<file path="src/hw/cgr_regs.svh">
// Register offsets, field positions and reset values of the clock generator control bank
`ifndef CGR_REGS_SVH
`define CGR_REGS_SVH

`define CGR_ADDR_DEV_CTRL 8'h05
`define CGR_ADDR_POLARITY 8'h06
`define CGR_ADDR_FMT2 8'h07
`define CGR_ADDR_FMT3 8'h08

`define CGR_BIT_SOFT_RST 7
`define CGR_BIT_PWR_DN 6
`define CGR_BIT_AFD_EN 5
`define CGR_BIT_MODE_HI 4
`define CGR_BIT_MODE_LO 3
`define CGR_BIT_MISS_ACT 2
`define CGR_BIT_FORCE_HI 1
`define CGR_BIT_GOE 0

`define CGR_BIT_AUTOPOL 3
`define CGR_BIT_HPOL 2
`define CGR_BIT_VPOL 1
`define CGR_BIT_FPOL 0

`define CGR_CTRL_W 7
`define CGR_POL_W 4
`define CGR_FMT_W 6

`define CGR_CTRL_RST 7'h2B
`define CGR_POL_RST 4'h8
`define CGR_FMT2_RST 6'h0E

`define CGR_I2C_BYTE_BITS 4'h8
`define CGR_I2C_LAST_TX_BIT 4'h7

`endif

</file>
<file path="src/hw/cgr_pkg.sv">
// Types shared by the clock generator control bank and its serial bridge
package cgr_pkg;

    typedef enum logic [1:0] {
        LOOP_FREE_RUN = 2'b00,
        LOOP_GENLOCK = 2'b01,
        LOOP_HOLDOVER = 2'b10,
        LOOP_RESERVED = 2'b11
    } cgr_loop_e;

    typedef enum logic [2:0] {
        I2C_IDLE = 3'b000,
        I2C_RX = 3'b001,
        I2C_ACK = 3'b010,
        I2C_TX = 3'b011,
        I2C_RACK = 3'b100
    } cgr_i2c_e;

    typedef enum logic [1:0] {
        PH_ADDR = 2'b00,
        PH_PTR = 2'b01,
        PH_DATA = 2'b10
    } cgr_phase_e;

endpackage

</file>
<file path="src/hw/cgr_reg_if.sv">
// Register access carrier between the serial bridge and the register bank
`timescale 1ns/10ps
interface cgr_reg_if;
    logic wr_stb;
    logic [7:0] waddr;
    logic [7:0] wdata;
    logic [7:0] raddr;
    logic [7:0] rdata;

    modport bridge (output wr_stb, output waddr, output wdata, output raddr, input rdata);
    modport bank (input wr_stb, input waddr, input wdata, input raddr, output rdata);
endinterface

</file>
<file path="src/hw/cgr_control_regs.sv">
// Control and configuration register bank of the video and audio clock generator
// What this block does
// - Writing one to soft reset returns every configuration register to default.
// - Soft reset is never stored, so it self-clears and reads zero.
// - Control bit 6 drives power-down and resets to zero.
// - Control bit 5 enables automatic format detection, default enabled.
// - Loop mode 00 free-run, 01 genlock (default), 10 holdover, 11 reserved.
// - Control bit 2 picks holdover (0) or free-run (1) on missing reference.
// - Forced high rate set: second loop 148.5 MHz, third 148.35 MHz.
// - Forced high rate clear: both loops use the format's native rate.
// - Global output enable clear floats all clock and frame outputs.
// - Auto polarity detects horizontal polarity and applies it to V and F.
// - Manual polarity takes each input's polarity from its override bit.
// - Override bits: zero active low, one active high, all default zero.
// - Applied polarity aligns output timing to leading H and V edges.
// - Second loop format field is bits 5:0, reset 001110, top reserved.
`timescale 1ns/10ps
`include "cgr_regs.svh"
module cgr_control_regs
    import cgr_pkg::*;
#(
    parameter logic [6:0] DEV_ADDR = 7'h65,
    parameter int POL_CNT_W = 12,
    parameter logic [5:0] FMT3_RST = 6'h00
)
(
    input wire logic mclk,
    input wire logic arst_n,
    input wire logic scl_in,
    input wire logic sda_in,
    output logic sda_out,
    output logic sda_oe,
    input wire logic reference_missing,
    input wire logic second_loop_native_high,
    input wire logic third_loop_native_high,
    input wire logic [3:0] clock_output_active,
    input wire logic [3:0] frame_output_active,
    input wire logic hsync_in,
    input wire logic vsync_in,
    input wire logic field_in,
    output logic power_down,
    output logic auto_format_detect_enable,
    output cgr_loop_e reference_loop_state,
    output logic second_loop_high_rate,
    output logic third_loop_high_rate,
    output logic [3:0] clock_output_oe,
    output logic [3:0] frame_output_oe,
    output logic [5:0] second_loop_format_field,
    output logic [5:0] third_loop_format_field,
    output logic hsync_detected_high,
    output logic h_lead,
    output logic v_lead,
    output logic field_active
);

    // ==========================================================
    // Serial bridge
    cgr_reg_if bus ();

    cgr_i2c_slave #(
        .DEV_ADDR(DEV_ADDR)
    ) u_bridge (
        .mclk(mclk),
        .arst_n(arst_n),
        .scl_in(scl_in),
        .sda_in(sda_in),
        .sda_out(sda_out),
        .sda_oe(sda_oe),
        .bus(bus)
    );

    function automatic logic hit(input logic [7:0] a, input logic [7:0] off);
        hit = (a == off);
    endfunction

    // ==========================================================
    // Configuration registers
    logic [`CGR_CTRL_W-1:0] ctrl_q;
    logic [`CGR_POL_W-1:0] pol_q;
    logic [`CGR_FMT_W-1:0] fmt2_q;
    logic [`CGR_FMT_W-1:0] fmt3_q;

    wire wr_ctrl = bus.wr_stb & hit(bus.waddr, `CGR_ADDR_DEV_CTRL);
    wire wr_pol = bus.wr_stb & hit(bus.waddr, `CGR_ADDR_POLARITY);
    wire wr_fmt2 = bus.wr_stb & hit(bus.waddr, `CGR_ADDR_FMT2);
    wire wr_fmt3 = bus.wr_stb & hit(bus.waddr, `CGR_ADDR_FMT3);
    wire soft_rst = wr_ctrl & bus.wdata[`CGR_BIT_SOFT_RST];

    always_ff @(posedge mclk or negedge arst_n)
    begin
        if (!arst_n)
        begin
            ctrl_q <= `CGR_CTRL_RST;
            pol_q <= `CGR_POL_RST;
            fmt2_q <= `CGR_FMT2_RST;
            fmt3_q <= FMT3_RST;
        end
        else if (soft_rst)
        begin
            // Soft reset takes the whole bank back; the rest of the write is dropped
            ctrl_q <= `CGR_CTRL_RST;
            pol_q <= `CGR_POL_RST;
            fmt2_q <= `CGR_FMT2_RST;
            fmt3_q <= FMT3_RST;
        end
        else
        begin
            // Bit 7 has no storage, so it clears itself
            if (wr_ctrl)
                ctrl_q <= bus.wdata[`CGR_CTRL_W-1:0];
            // Reserved upper bits are simply not stored
            if (wr_pol)
                pol_q <= bus.wdata[`CGR_POL_W-1:0];
            if (wr_fmt2)
                fmt2_q <= bus.wdata[`CGR_FMT_W-1:0];
            if (wr_fmt3)
                fmt3_q <= bus.wdata[`CGR_FMT_W-1:0];
        end
    end

    // ==========================================================
    // Read mux, reserved bits read as zero
    wire [7:0] rd_ctrl = {1'b0, ctrl_q};
    wire [7:0] rd_pol = {4'h0, pol_q};
    wire [7:0] rd_fmt2 = {2'h0, fmt2_q};
    wire [7:0] rd_fmt3 = {2'h0, fmt3_q};

    assign bus.rdata = hit(bus.raddr, `CGR_ADDR_DEV_CTRL) ? rd_ctrl :
                       hit(bus.raddr, `CGR_ADDR_POLARITY) ? rd_pol :
                       hit(bus.raddr, `CGR_ADDR_FMT2) ? rd_fmt2 :
                       hit(bus.raddr, `CGR_ADDR_FMT3) ? rd_fmt3 : 8'h00;

    // ==========================================================
    // Device control decode
    wire global_output_enable = ctrl_q[`CGR_BIT_GOE];
    wire force_hi = ctrl_q[`CGR_BIT_FORCE_HI];
    wire miss_free = ctrl_q[`CGR_BIT_MISS_ACT];
    wire [1:0] mode = ctrl_q[`CGR_BIT_MODE_HI:`CGR_BIT_MODE_LO];

    // Reserved mode 11 is stored as the host writes it; it is run as genlock
    wire cgr_loop_e miss_state = miss_free ? LOOP_FREE_RUN : LOOP_HOLDOVER;
    wire cgr_loop_e lock_state = reference_missing ? miss_state : LOOP_GENLOCK;
    wire cgr_loop_e loop_d = (mode == LOOP_FREE_RUN) ? LOOP_FREE_RUN :
                             (mode == LOOP_HOLDOVER) ? LOOP_HOLDOVER : lock_state;

    always_ff @(posedge mclk or negedge arst_n)
    begin
        if (!arst_n)
        begin
            power_down <= 1'b0;
            auto_format_detect_enable <= 1'b1;
            reference_loop_state <= LOOP_GENLOCK;
            second_loop_high_rate <= 1'b1;
            third_loop_high_rate <= 1'b1;
            clock_output_oe <= 4'h0;
            frame_output_oe <= 4'h0;
        end
        else
        begin
            power_down <= ctrl_q[`CGR_BIT_PWR_DN];
            auto_format_detect_enable <= ctrl_q[`CGR_BIT_AFD_EN];
            reference_loop_state <= loop_d;
            second_loop_high_rate <= force_hi | second_loop_native_high;
            third_loop_high_rate <= force_hi | third_loop_native_high;
            clock_output_oe <= clock_output_active & {4{global_output_enable}};
            frame_output_oe <= frame_output_active & {4{global_output_enable}};
        end
    end

    assign second_loop_format_field = fmt2_q;
    assign third_loop_format_field = fmt3_q;

    // ==========================================================
    // Sync polarity
    // Majority vote of hsync level: the inactive level dominates the line,
    // so a mostly-low hsync is an active-high pulse
    logic [POL_CNT_W-1:0] pcnt_q;
    logic hpol_q;
    logic vpol_q;
    logic fpol_q;
    logic hn_q;
    logic vn_q;

    wire cnt_top = &pcnt_q;
    wire cnt_bot = ~|pcnt_q;
    wire det_high = ~pcnt_q[POL_CNT_W-1];
    wire autopol = pol_q[`CGR_BIT_AUTOPOL];
    wire hpol_d = autopol ? det_high : pol_q[`CGR_BIT_HPOL];
    wire vpol_d = autopol ? det_high : pol_q[`CGR_BIT_VPOL];
    wire fpol_d = autopol ? det_high : pol_q[`CGR_BIT_FPOL];
    wire h_n = hsync_in ^ ~hpol_q;
    wire v_n = vsync_in ^ ~vpol_q;

    always_ff @(posedge mclk or negedge arst_n)
    begin
        if (!arst_n)
            pcnt_q <= {1'b1, {(POL_CNT_W-1){1'b0}}};
        else if (hsync_in && !cnt_top)
            pcnt_q <= pcnt_q + 1'b1;
        else if (!hsync_in && !cnt_bot)
            pcnt_q <= pcnt_q - 1'b1;
    end

    always_ff @(posedge mclk or negedge arst_n)
    begin
        if (!arst_n)
        begin
            hpol_q <= 1'b0;
            vpol_q <= 1'b0;
            fpol_q <= 1'b0;
            // Start as if sync were already asserted, so reset never fakes a leading edge;
            // a genuine edge in the first cycle after reset is missed
            hn_q <= 1'b1;
            vn_q <= 1'b1;
            h_lead <= 1'b0;
            v_lead <= 1'b0;
            field_active <= 1'b0;
        end
        else
        begin
            hpol_q <= hpol_d;
            vpol_q <= vpol_d;
            fpol_q <= fpol_d;
            hn_q <= h_n;
            vn_q <= v_n;
            h_lead <= h_n & ~hn_q;
            v_lead <= v_n & ~vn_q;
            field_active <= field_in ^ ~fpol_q;
        end
    end

    assign hsync_detected_high = det_high;

    // ==========================================================
    // Checks
    property p_soft_reset;
        @(posedge mclk) disable iff (!arst_n)
        soft_rst |=> (ctrl_q == `CGR_CTRL_RST) && (pol_q == `CGR_POL_RST)
                     && (fmt2_q == `CGR_FMT2_RST) && (fmt3_q == FMT3_RST);
    endproperty
    a_soft_reset: assert property (p_soft_reset) else $error("soft reset missed defaults");

    property p_soft_reads_zero;
        @(posedge mclk) disable iff (!arst_n)
        hit(bus.raddr, `CGR_ADDR_DEV_CTRL) |-> !bus.rdata[`CGR_BIT_SOFT_RST];
    endproperty
    a_soft_reads_zero: assert property (p_soft_reads_zero) else $error("soft reset read one");

    property p_power_down;
        @(posedge mclk) disable iff (!arst_n)
        wr_ctrl && !soft_rst |=> ##1 power_down == $past(bus.wdata[`CGR_BIT_PWR_DN], 2);
    endproperty
    a_power_down: assert property (p_power_down) else $error("power-down not applied");

    property p_afd;
        @(posedge mclk) disable iff (!arst_n)
        wr_ctrl && !soft_rst |=> ##1
            auto_format_detect_enable == $past(bus.wdata[`CGR_BIT_AFD_EN], 2);
    endproperty
    a_afd: assert property (p_afd) else $error("format detect enable wrong");

    property p_loop_forced;
        @(posedge mclk) disable iff (!arst_n)
        (mode == LOOP_FREE_RUN) || (mode == LOOP_HOLDOVER) |=> reference_loop_state == $past(mode);
    endproperty
    a_loop_forced: assert property (p_loop_forced) else $error("forced loop mode ignored");

    property p_missing_action;
        @(posedge mclk) disable iff (!arst_n)
        (mode == LOOP_GENLOCK) && reference_missing |=>
            reference_loop_state == ($past(miss_free) ? LOOP_FREE_RUN : LOOP_HOLDOVER);
    endproperty
    a_missing_action: assert property (p_missing_action) else $error("wrong missing action");

    property p_force_rate;
        @(posedge mclk) disable iff (!arst_n)
        force_hi |=> second_loop_high_rate && third_loop_high_rate;
    endproperty
    a_force_rate: assert property (p_force_rate) else $error("high rate not forced");

    property p_native_rate;
        @(posedge mclk) disable iff (!arst_n)
        !force_hi |=> (second_loop_high_rate == $past(second_loop_native_high))
                      && (third_loop_high_rate == $past(third_loop_native_high));
    endproperty
    a_native_rate: assert property (p_native_rate) else $error("native rate not used");

    property p_goe;
        @(posedge mclk) disable iff (!arst_n)
        !global_output_enable |=> (clock_output_oe == 4'h0) && (frame_output_oe == 4'h0);
    endproperty
    a_goe: assert property (p_goe) else $error("outputs drive while disabled");

    property p_auto_pol;
        @(posedge mclk) disable iff (!arst_n)
        autopol |=> (hpol_q == $past(det_high)) && (vpol_q == hpol_q) && (fpol_q == hpol_q);
    endproperty
    a_auto_pol: assert property (p_auto_pol) else $error("auto polarity not shared");

    property p_manual_pol;
        @(posedge mclk) disable iff (!arst_n)
        !autopol |=> ({hpol_q, vpol_q, fpol_q} == $past(pol_q[`CGR_BIT_HPOL:`CGR_BIT_FPOL]));
    endproperty
    a_manual_pol: assert property (p_manual_pol) else $error("override polarity ignored");

    property p_lead_edge;
        @(posedge mclk) disable iff (!arst_n)
        h_lead |-> $past(h_n) && !$past(hn_q);
    endproperty
    a_lead_edge: assert property (p_lead_edge) else $error("h lead not on leading edge");

    property p_fmt2_write;
        @(posedge mclk) disable iff (!arst_n)
        wr_fmt2 |=> second_loop_format_field == $past(bus.wdata[`CGR_FMT_W-1:0]);
    endproperty
    a_fmt2_write: assert property (p_fmt2_write) else $error("format field not written");

endmodule

</file>
<file path="src/hw/cgr_i2c_slave.sv">
// Two-wire serial management slave with register pointer and auto increment
`timescale 1ns/10ps
`include "cgr_regs.svh"
module cgr_i2c_slave
    import cgr_pkg::*;
#(
    parameter logic [6:0] DEV_ADDR = 7'h65
)
(
    input wire logic mclk,
    input wire logic arst_n,
    input wire logic scl_in,
    input wire logic sda_in,
    output logic sda_out,
    output logic sda_oe,
    cgr_reg_if.bridge bus
);

    logic scl_q;
    logic sda_q;
    logic nack_q;
    logic rw_q;
    logic wr_q;
    logic [3:0] bit_q;
    logic [7:0] sh_q;
    logic [7:0] ptr_q;
    logic [7:0] waddr_q;
    logic [7:0] wdata_q;
    cgr_i2c_e st_q;
    cgr_phase_e ph_q;

    wire scl_rise = scl_in & ~scl_q;
    wire scl_fall = ~scl_in & scl_q;
    // Start and stop are sda edges while scl stays high
    wire start_c = scl_in & scl_q & sda_q & ~sda_in;
    wire stop_c = scl_in & scl_q & ~sda_q & sda_in;
    wire byte_done = scl_fall && (bit_q == `CGR_I2C_BYTE_BITS);
    wire addr_hit = (sh_q[7:1] == DEV_ADDR);

    // Open drain: only ever pull low
    assign sda_out = 1'b0;
    assign sda_oe = (st_q == I2C_ACK) | ((st_q == I2C_TX) & ~sh_q[7]);
    assign bus.wr_stb = wr_q;
    assign bus.waddr = waddr_q;
    assign bus.wdata = wdata_q;
    assign bus.raddr = ptr_q;

    always_ff @(posedge mclk or negedge arst_n)
    begin
        if (!arst_n)
        begin
            scl_q <= 1'b1;
            sda_q <= 1'b1;
        end
        else
        begin
            scl_q <= scl_in;
            sda_q <= sda_in;
        end
    end

    always_ff @(posedge mclk or negedge arst_n)
    begin
        if (!arst_n)
        begin
            st_q <= I2C_IDLE;
            ph_q <= PH_ADDR;
            bit_q <= 4'h0;
            sh_q <= 8'h00;
            ptr_q <= 8'h00;
            rw_q <= 1'b0;
            nack_q <= 1'b0;
            wr_q <= 1'b0;
            waddr_q <= 8'h00;
            wdata_q <= 8'h00;
        end
        else
        begin
            wr_q <= 1'b0;
            if (stop_c)
                st_q <= I2C_IDLE;
            else if (start_c)
            begin
                st_q <= I2C_RX;
                ph_q <= PH_ADDR;
                bit_q <= 4'h0;
            end
            else
            begin
                case (st_q)
                    I2C_RX:
                        if (scl_rise)
                        begin
                            sh_q <= {sh_q[6:0], sda_in};
                            bit_q <= bit_q + 4'h1;
                        end
                        else if (byte_done)
                        begin
                            bit_q <= 4'h0;
                            st_q <= I2C_ACK;
                            if (ph_q == PH_ADDR)
                            begin
                                rw_q <= sh_q[0];
                                ph_q <= PH_PTR;
                                if (!addr_hit)
                                    st_q <= I2C_IDLE;
                            end
                            else if (ph_q == PH_PTR)
                            begin
                                ptr_q <= sh_q;
                                ph_q <= PH_DATA;
                            end
                            else
                            begin
                                wr_q <= 1'b1;
                                waddr_q <= ptr_q;
                                wdata_q <= sh_q;
                                ptr_q <= ptr_q + 8'h01;
                            end
                        end
                    I2C_ACK:
                        if (scl_fall)
                        begin
                            st_q <= rw_q ? I2C_TX : I2C_RX;
                            if (rw_q)
                                sh_q <= bus.rdata;
                        end
                    I2C_TX:
                        if (scl_fall)
                        begin
                            sh_q <= {sh_q[6:0], 1'b1};
                            bit_q <= bit_q + 4'h1;
                            if (bit_q == `CGR_I2C_LAST_TX_BIT)
                            begin
                                st_q <= I2C_RACK;
                                bit_q <= 4'h0;
                                ptr_q <= ptr_q + 8'h01;
                            end
                        end
                    I2C_RACK:
                        if (scl_rise)
                            nack_q <= sda_in;
                        else if (scl_fall)
                        begin
                            st_q <= nack_q ? I2C_IDLE : I2C_TX;
                            sh_q <= bus.rdata;
                        end
                    default:
                        st_q <= I2C_IDLE;
                endcase
            end
        end
    end

endmodule

</file>
<file path="config.mk">
export PLATFORM = sky130hd
export DESIGN_NAME = cgr_control_regs
export DESIGN_NICKNAME = d
export VERILOG_FILES = /design/src/hw/cgr_pkg.sv /design/src/hw/cgr_reg_if.sv /design/src/hw/cgr_control_regs.sv /design/src/hw/cgr_i2c_slave.sv
export VERILOG_INCLUDE_DIRS = /design/src /design/src/hw
export SDC_FILE = /design/constraint.sdc
export NUM_CORES = 1
export LEC_CHECK = 0
export BUFFER_PORTS_ARGS = -buffer_cell sky130_fd_sc_hd__buf_2
export CORE_MARGIN = 4
export CORE_UTILIZATION = 43
export CTS_CLUSTER_SIZE = 28
export DETAILED_ROUTE_END_ITERATION = 8
export PLACE_DENSITY = 0.66
export SYNTH_ARGS = -nofsm -noshare
export SYNTH_HDL_FRONTEND = slang
export SYNTH_HIERARCHICAL = 1
export SYNTH_SLANG_ARGS = --single-unit
</file>
<file path="constraint.sdc">
create_clock -name mclk -period 6.1 [get_ports mclk]
set_clock_uncertainty 0.2 [all_clocks]
set_input_delay 1.22 -clock mclk [delete_from_list [all_inputs] [get_ports mclk]]
set_output_delay 1.22 -clock mclk [all_outputs]
set_load 0.02 [all_outputs]
</file>
==> flow_summary.json <==
{
  "synth_warnings": 6,
  "area_growth_pct": 10.8,
  "worstPathCellList": "buf_2 > o31ai_1 > buf_4 > inv_1 > fa_1 > nor2b_1 > o21ai_1 > a211oi_1 > o211ai_1 > a211o_1",
  "ir_drop_mv": 0.180,
  "multiInputGateArea_um2": 2640,
  "fmax_mhz": 303,
  "grt_use_met1_pct": 24.5,
  "p_int_mw": 1.36,
  "antenna_found_initial": 0,
  "seqCellArea_um2": 2600,
  "grt_use_total_pct": 17.1,
  "setup_ws_ps": 2790,
  "path_clk_slew_ps": 60,
  "status": "complete, no violations",
  "synthTopCellsByArea": "dfrtp_1, dfstp_2, mux2i_1",
  "grt_pass1_wl_mm": 20.0,
  "whs_ps": 176,
  "power_frac_seq_pct": 43.3,
  "swShare_pct": 36.2,
  "met3_usage_pct": 2.70,
  "grt_pass1_vias": 3968,
  "synth_seq_cells": 103,
  "clockRootBuffer": "clkbuf_16",
  "synth_area_um2": 5480,
  "crit_buf_inv": 3,
  "core_area_um2": 12300,
  "dr.first_iter.drc_count": 343,
  "overflow": 0,
  "wire_per_inst_um": 16.0,
  "io_pins": 50,
  "die_area_um2": 14600,
  "path_class": "in -> reg",
  "crit_required_ps": 6130,
  "nNetsFinal": 613,
  "power.switching_mw": 0.775,
  "share_comb_of_total_power_pct": 30.5,
  "yosys.area.top_type_share_pct": 39.3,
  "num_vias": 4232,
  "finalSetupViolations": 0,
  "p_leak_nw": 2.81,
  "cts_setup_buffers": 0,
  "finalPower_mw": 2.14,
  "die_x_um": 121,
  "finalMaxSlewViolations": 0,
  "ys_seq_area_share_pct": 47.4,
  "top_usage_layer": "met2",
  "dp_cells": 737,
  "slew_headroom_pct": 22.2,
  "tightestPinTransition_ps": 1170,
  "hold_viol_final": 0,
  "port_buffers": 48,
  "cts_buffers": 9,
  "yosysTopAreaCell": "dfrtp_1",
  "drv_cap": 0,
  "preCtsSetupSlack_ps": 2470,
  "min_period_over_period_pct": 54.2,
  "drt-pass1-iter-count": 5,
  "crit_slowest_cell": "a211oi_1",
  "power_density_nw_per_um2": 353,
  "hpwl_mm": 8.61,
  "wirelength_mm": 12.1,
  "postRouteAntennaNets": 0,
  "tns_ps": 0,
  "initial_core_util_pct": 44.7,
  "die_h_um": 121,
  "syn_inst": 543,
  "end_kind": "flip-flop",
  "cts_resized": 0,
  "max_stage_delay_ps": 490,
  "final_cell_mix": "dfrtp_1, nand2_1, buf_2",
  "period_minus_slack_ps": 3310,
  "grt_max_degree": 55,
  "clockPowerShare_pct": 26.2,
  "syn_area_per_cell_um2": 10.1,
  "route.detailed.drc": 0,
  "synth_fp_nets": 576,
  "cp_max_fo": 13,
  "cts.sinks": 103,
  "synth-edff-count": 0,
  "clkLatencyLatePin_ps": 340,
  "cts.path.max_buffers": 2,
  "gp_congestion": 0.873,
  "avgViaCountPerCell": 5.62,
  "mostFrequentLayoutCell": "dfrtp_1",
  "antenna_cells": 0,
  "fin_cells": 753,
  "use_met2_pct": 26.5,
  "arrival_ps": 3340,
  "cp_top_family": "compound AO/OA/AOI/OAI gates",
  "ctsHoldBuffers": 0,
  "layout-drive-gt1-share_pct": 19.5,
  "grt_setup_unrepaired": "no",
  "num_rows": 40,
  "cts_tree": "yes",
  "hold_path_class": "reg -> reg",
  "nFillCells": 1116,
  "ys_async_sr_fraction_pct": 100,
  "synthFlopType": "dfrtp_1",
  "htree_levels": 3,
  "yosysUniqueCellTypes": 73,
  "startpoint_type": "primary input"
}
worst paths after layout:
check	from	to	slack (ps)	cells past startpoint
max	hsync_in	pcnt_q[10]$_DFFE_PN0P_	2790	10
min	ctrl_q[5]$_DFFE_PN1P_	auto_format_detect_enable$_DFF_PN1_	180	0
max reg2reg	pcnt_q[11]$_DFFE_PN1P_	pcnt_q[10]$_DFFE_PN0P_	2940	10
min reg2reg	ctrl_q[5]$_DFFE_PN1P_	auto_format_detect_enable$_DFF_PN1_	180	0
max in group asynchronous	arst_n	pcnt_q[0]$_DFFE_PN0P_	3870	2
min in group asynchronous	arst_n	h_lead$_DFF_PN0_	690	1
cell usage after synthesis (5+ instances only):
library cell,number
o21ai_1,6
buf_2,8
dfrtp_1,86
nand2b_1,9
o211ai_1,6
nand2_1,51
mux2_2,16
ha_1,14
a31oi_1,9
inv_1,22
nor3_1,7
nor2b_1,6
clkbuf_1,8
nand4_1,8
o31ai_1,7
a21o_1,5
nand3_1,10
a21oi_1,33
nor2_1,42
dfstp_2,17
o21a_1,6
buf_6,6
and2_1,12
o21ai_0,35
mux2i_1,22
cell type report:
cell class / count / share of cell area, %
clock buffers: 13 / 3.96
clock inverters: 3 / 0.722
inverters: 22 / 1.36
multi-input cells: 394 / 43.4
flip-flops and latches: 103 / 42.8
well taps: 168 / 3.46
repair buffers: 50 / 4.25
stage by stage:
step                util [%]  cell area [µm²]
floorplan                  -             5480
global placement        47.2             5790
detailed placement      47.2             5790
CTS                     49.5             6070
global route            49.5             6070
finish                  49.5             6070
state kept, by name (all words and copies together), names as in the netlist, 3 cells and up:
signal,flops
clock_output_oe,4
ctrl_q,7
frame_output_oe,4
pcnt_q,12
pol_q,4
second_loop_format_field,6
third_loop_format_field,6
u_bridge/bit_q,4
u_bridge/bus.raddr,8
u_bridge/bus.waddr,8
u_bridge/bus.wdata,8
u_bridge/sh_q,8
u_bridge/st_q,3
logic make-up after synthesis:
logic type | Yosys count | share of synthesized area, %
compound gates | 139 | 16.3
xor+xnor | 7 | 1.12
fa+ha+maj | 15 | 3.56
buf+inv | 46 | 4.43
flops | 103 | 47.4
mux | 42 | 8.13
other cells | 2 | 0.137
simple gates | 189 | 18.9
power groups by stage:
stage,logic [mW],clock network (mW),registers [mW]
floorplan,0.557,0,0.857
global placement,0.625,0,0.927
detailed placement,0.648,0,0.932
CTS,0.652,0.577,0.921
global route,0.739,0.607,0.945
finish,0.652,0.561,0.926
worst register-to-register path, stage by stage, from the launching register on:
cell      delay [ps]
dfstp_2          580
nand4_1          140
o31ai_1          250
buf_4            240
inv_1             70
fa_1             390
nor2b_1          130
o21ai_1          110
a211oi_1         490
o211ai_1         170
a211o_1          270
routing by layer:
layer | up-vias | wire length [µm]
li1 | 2028 | -
met1 | 2071 | 5870
met2 | 120 | 5430
met3 | 13 | 590
met4 | 0 | 197
met5 | - | 0
Power figures use the tool's default switching activity.
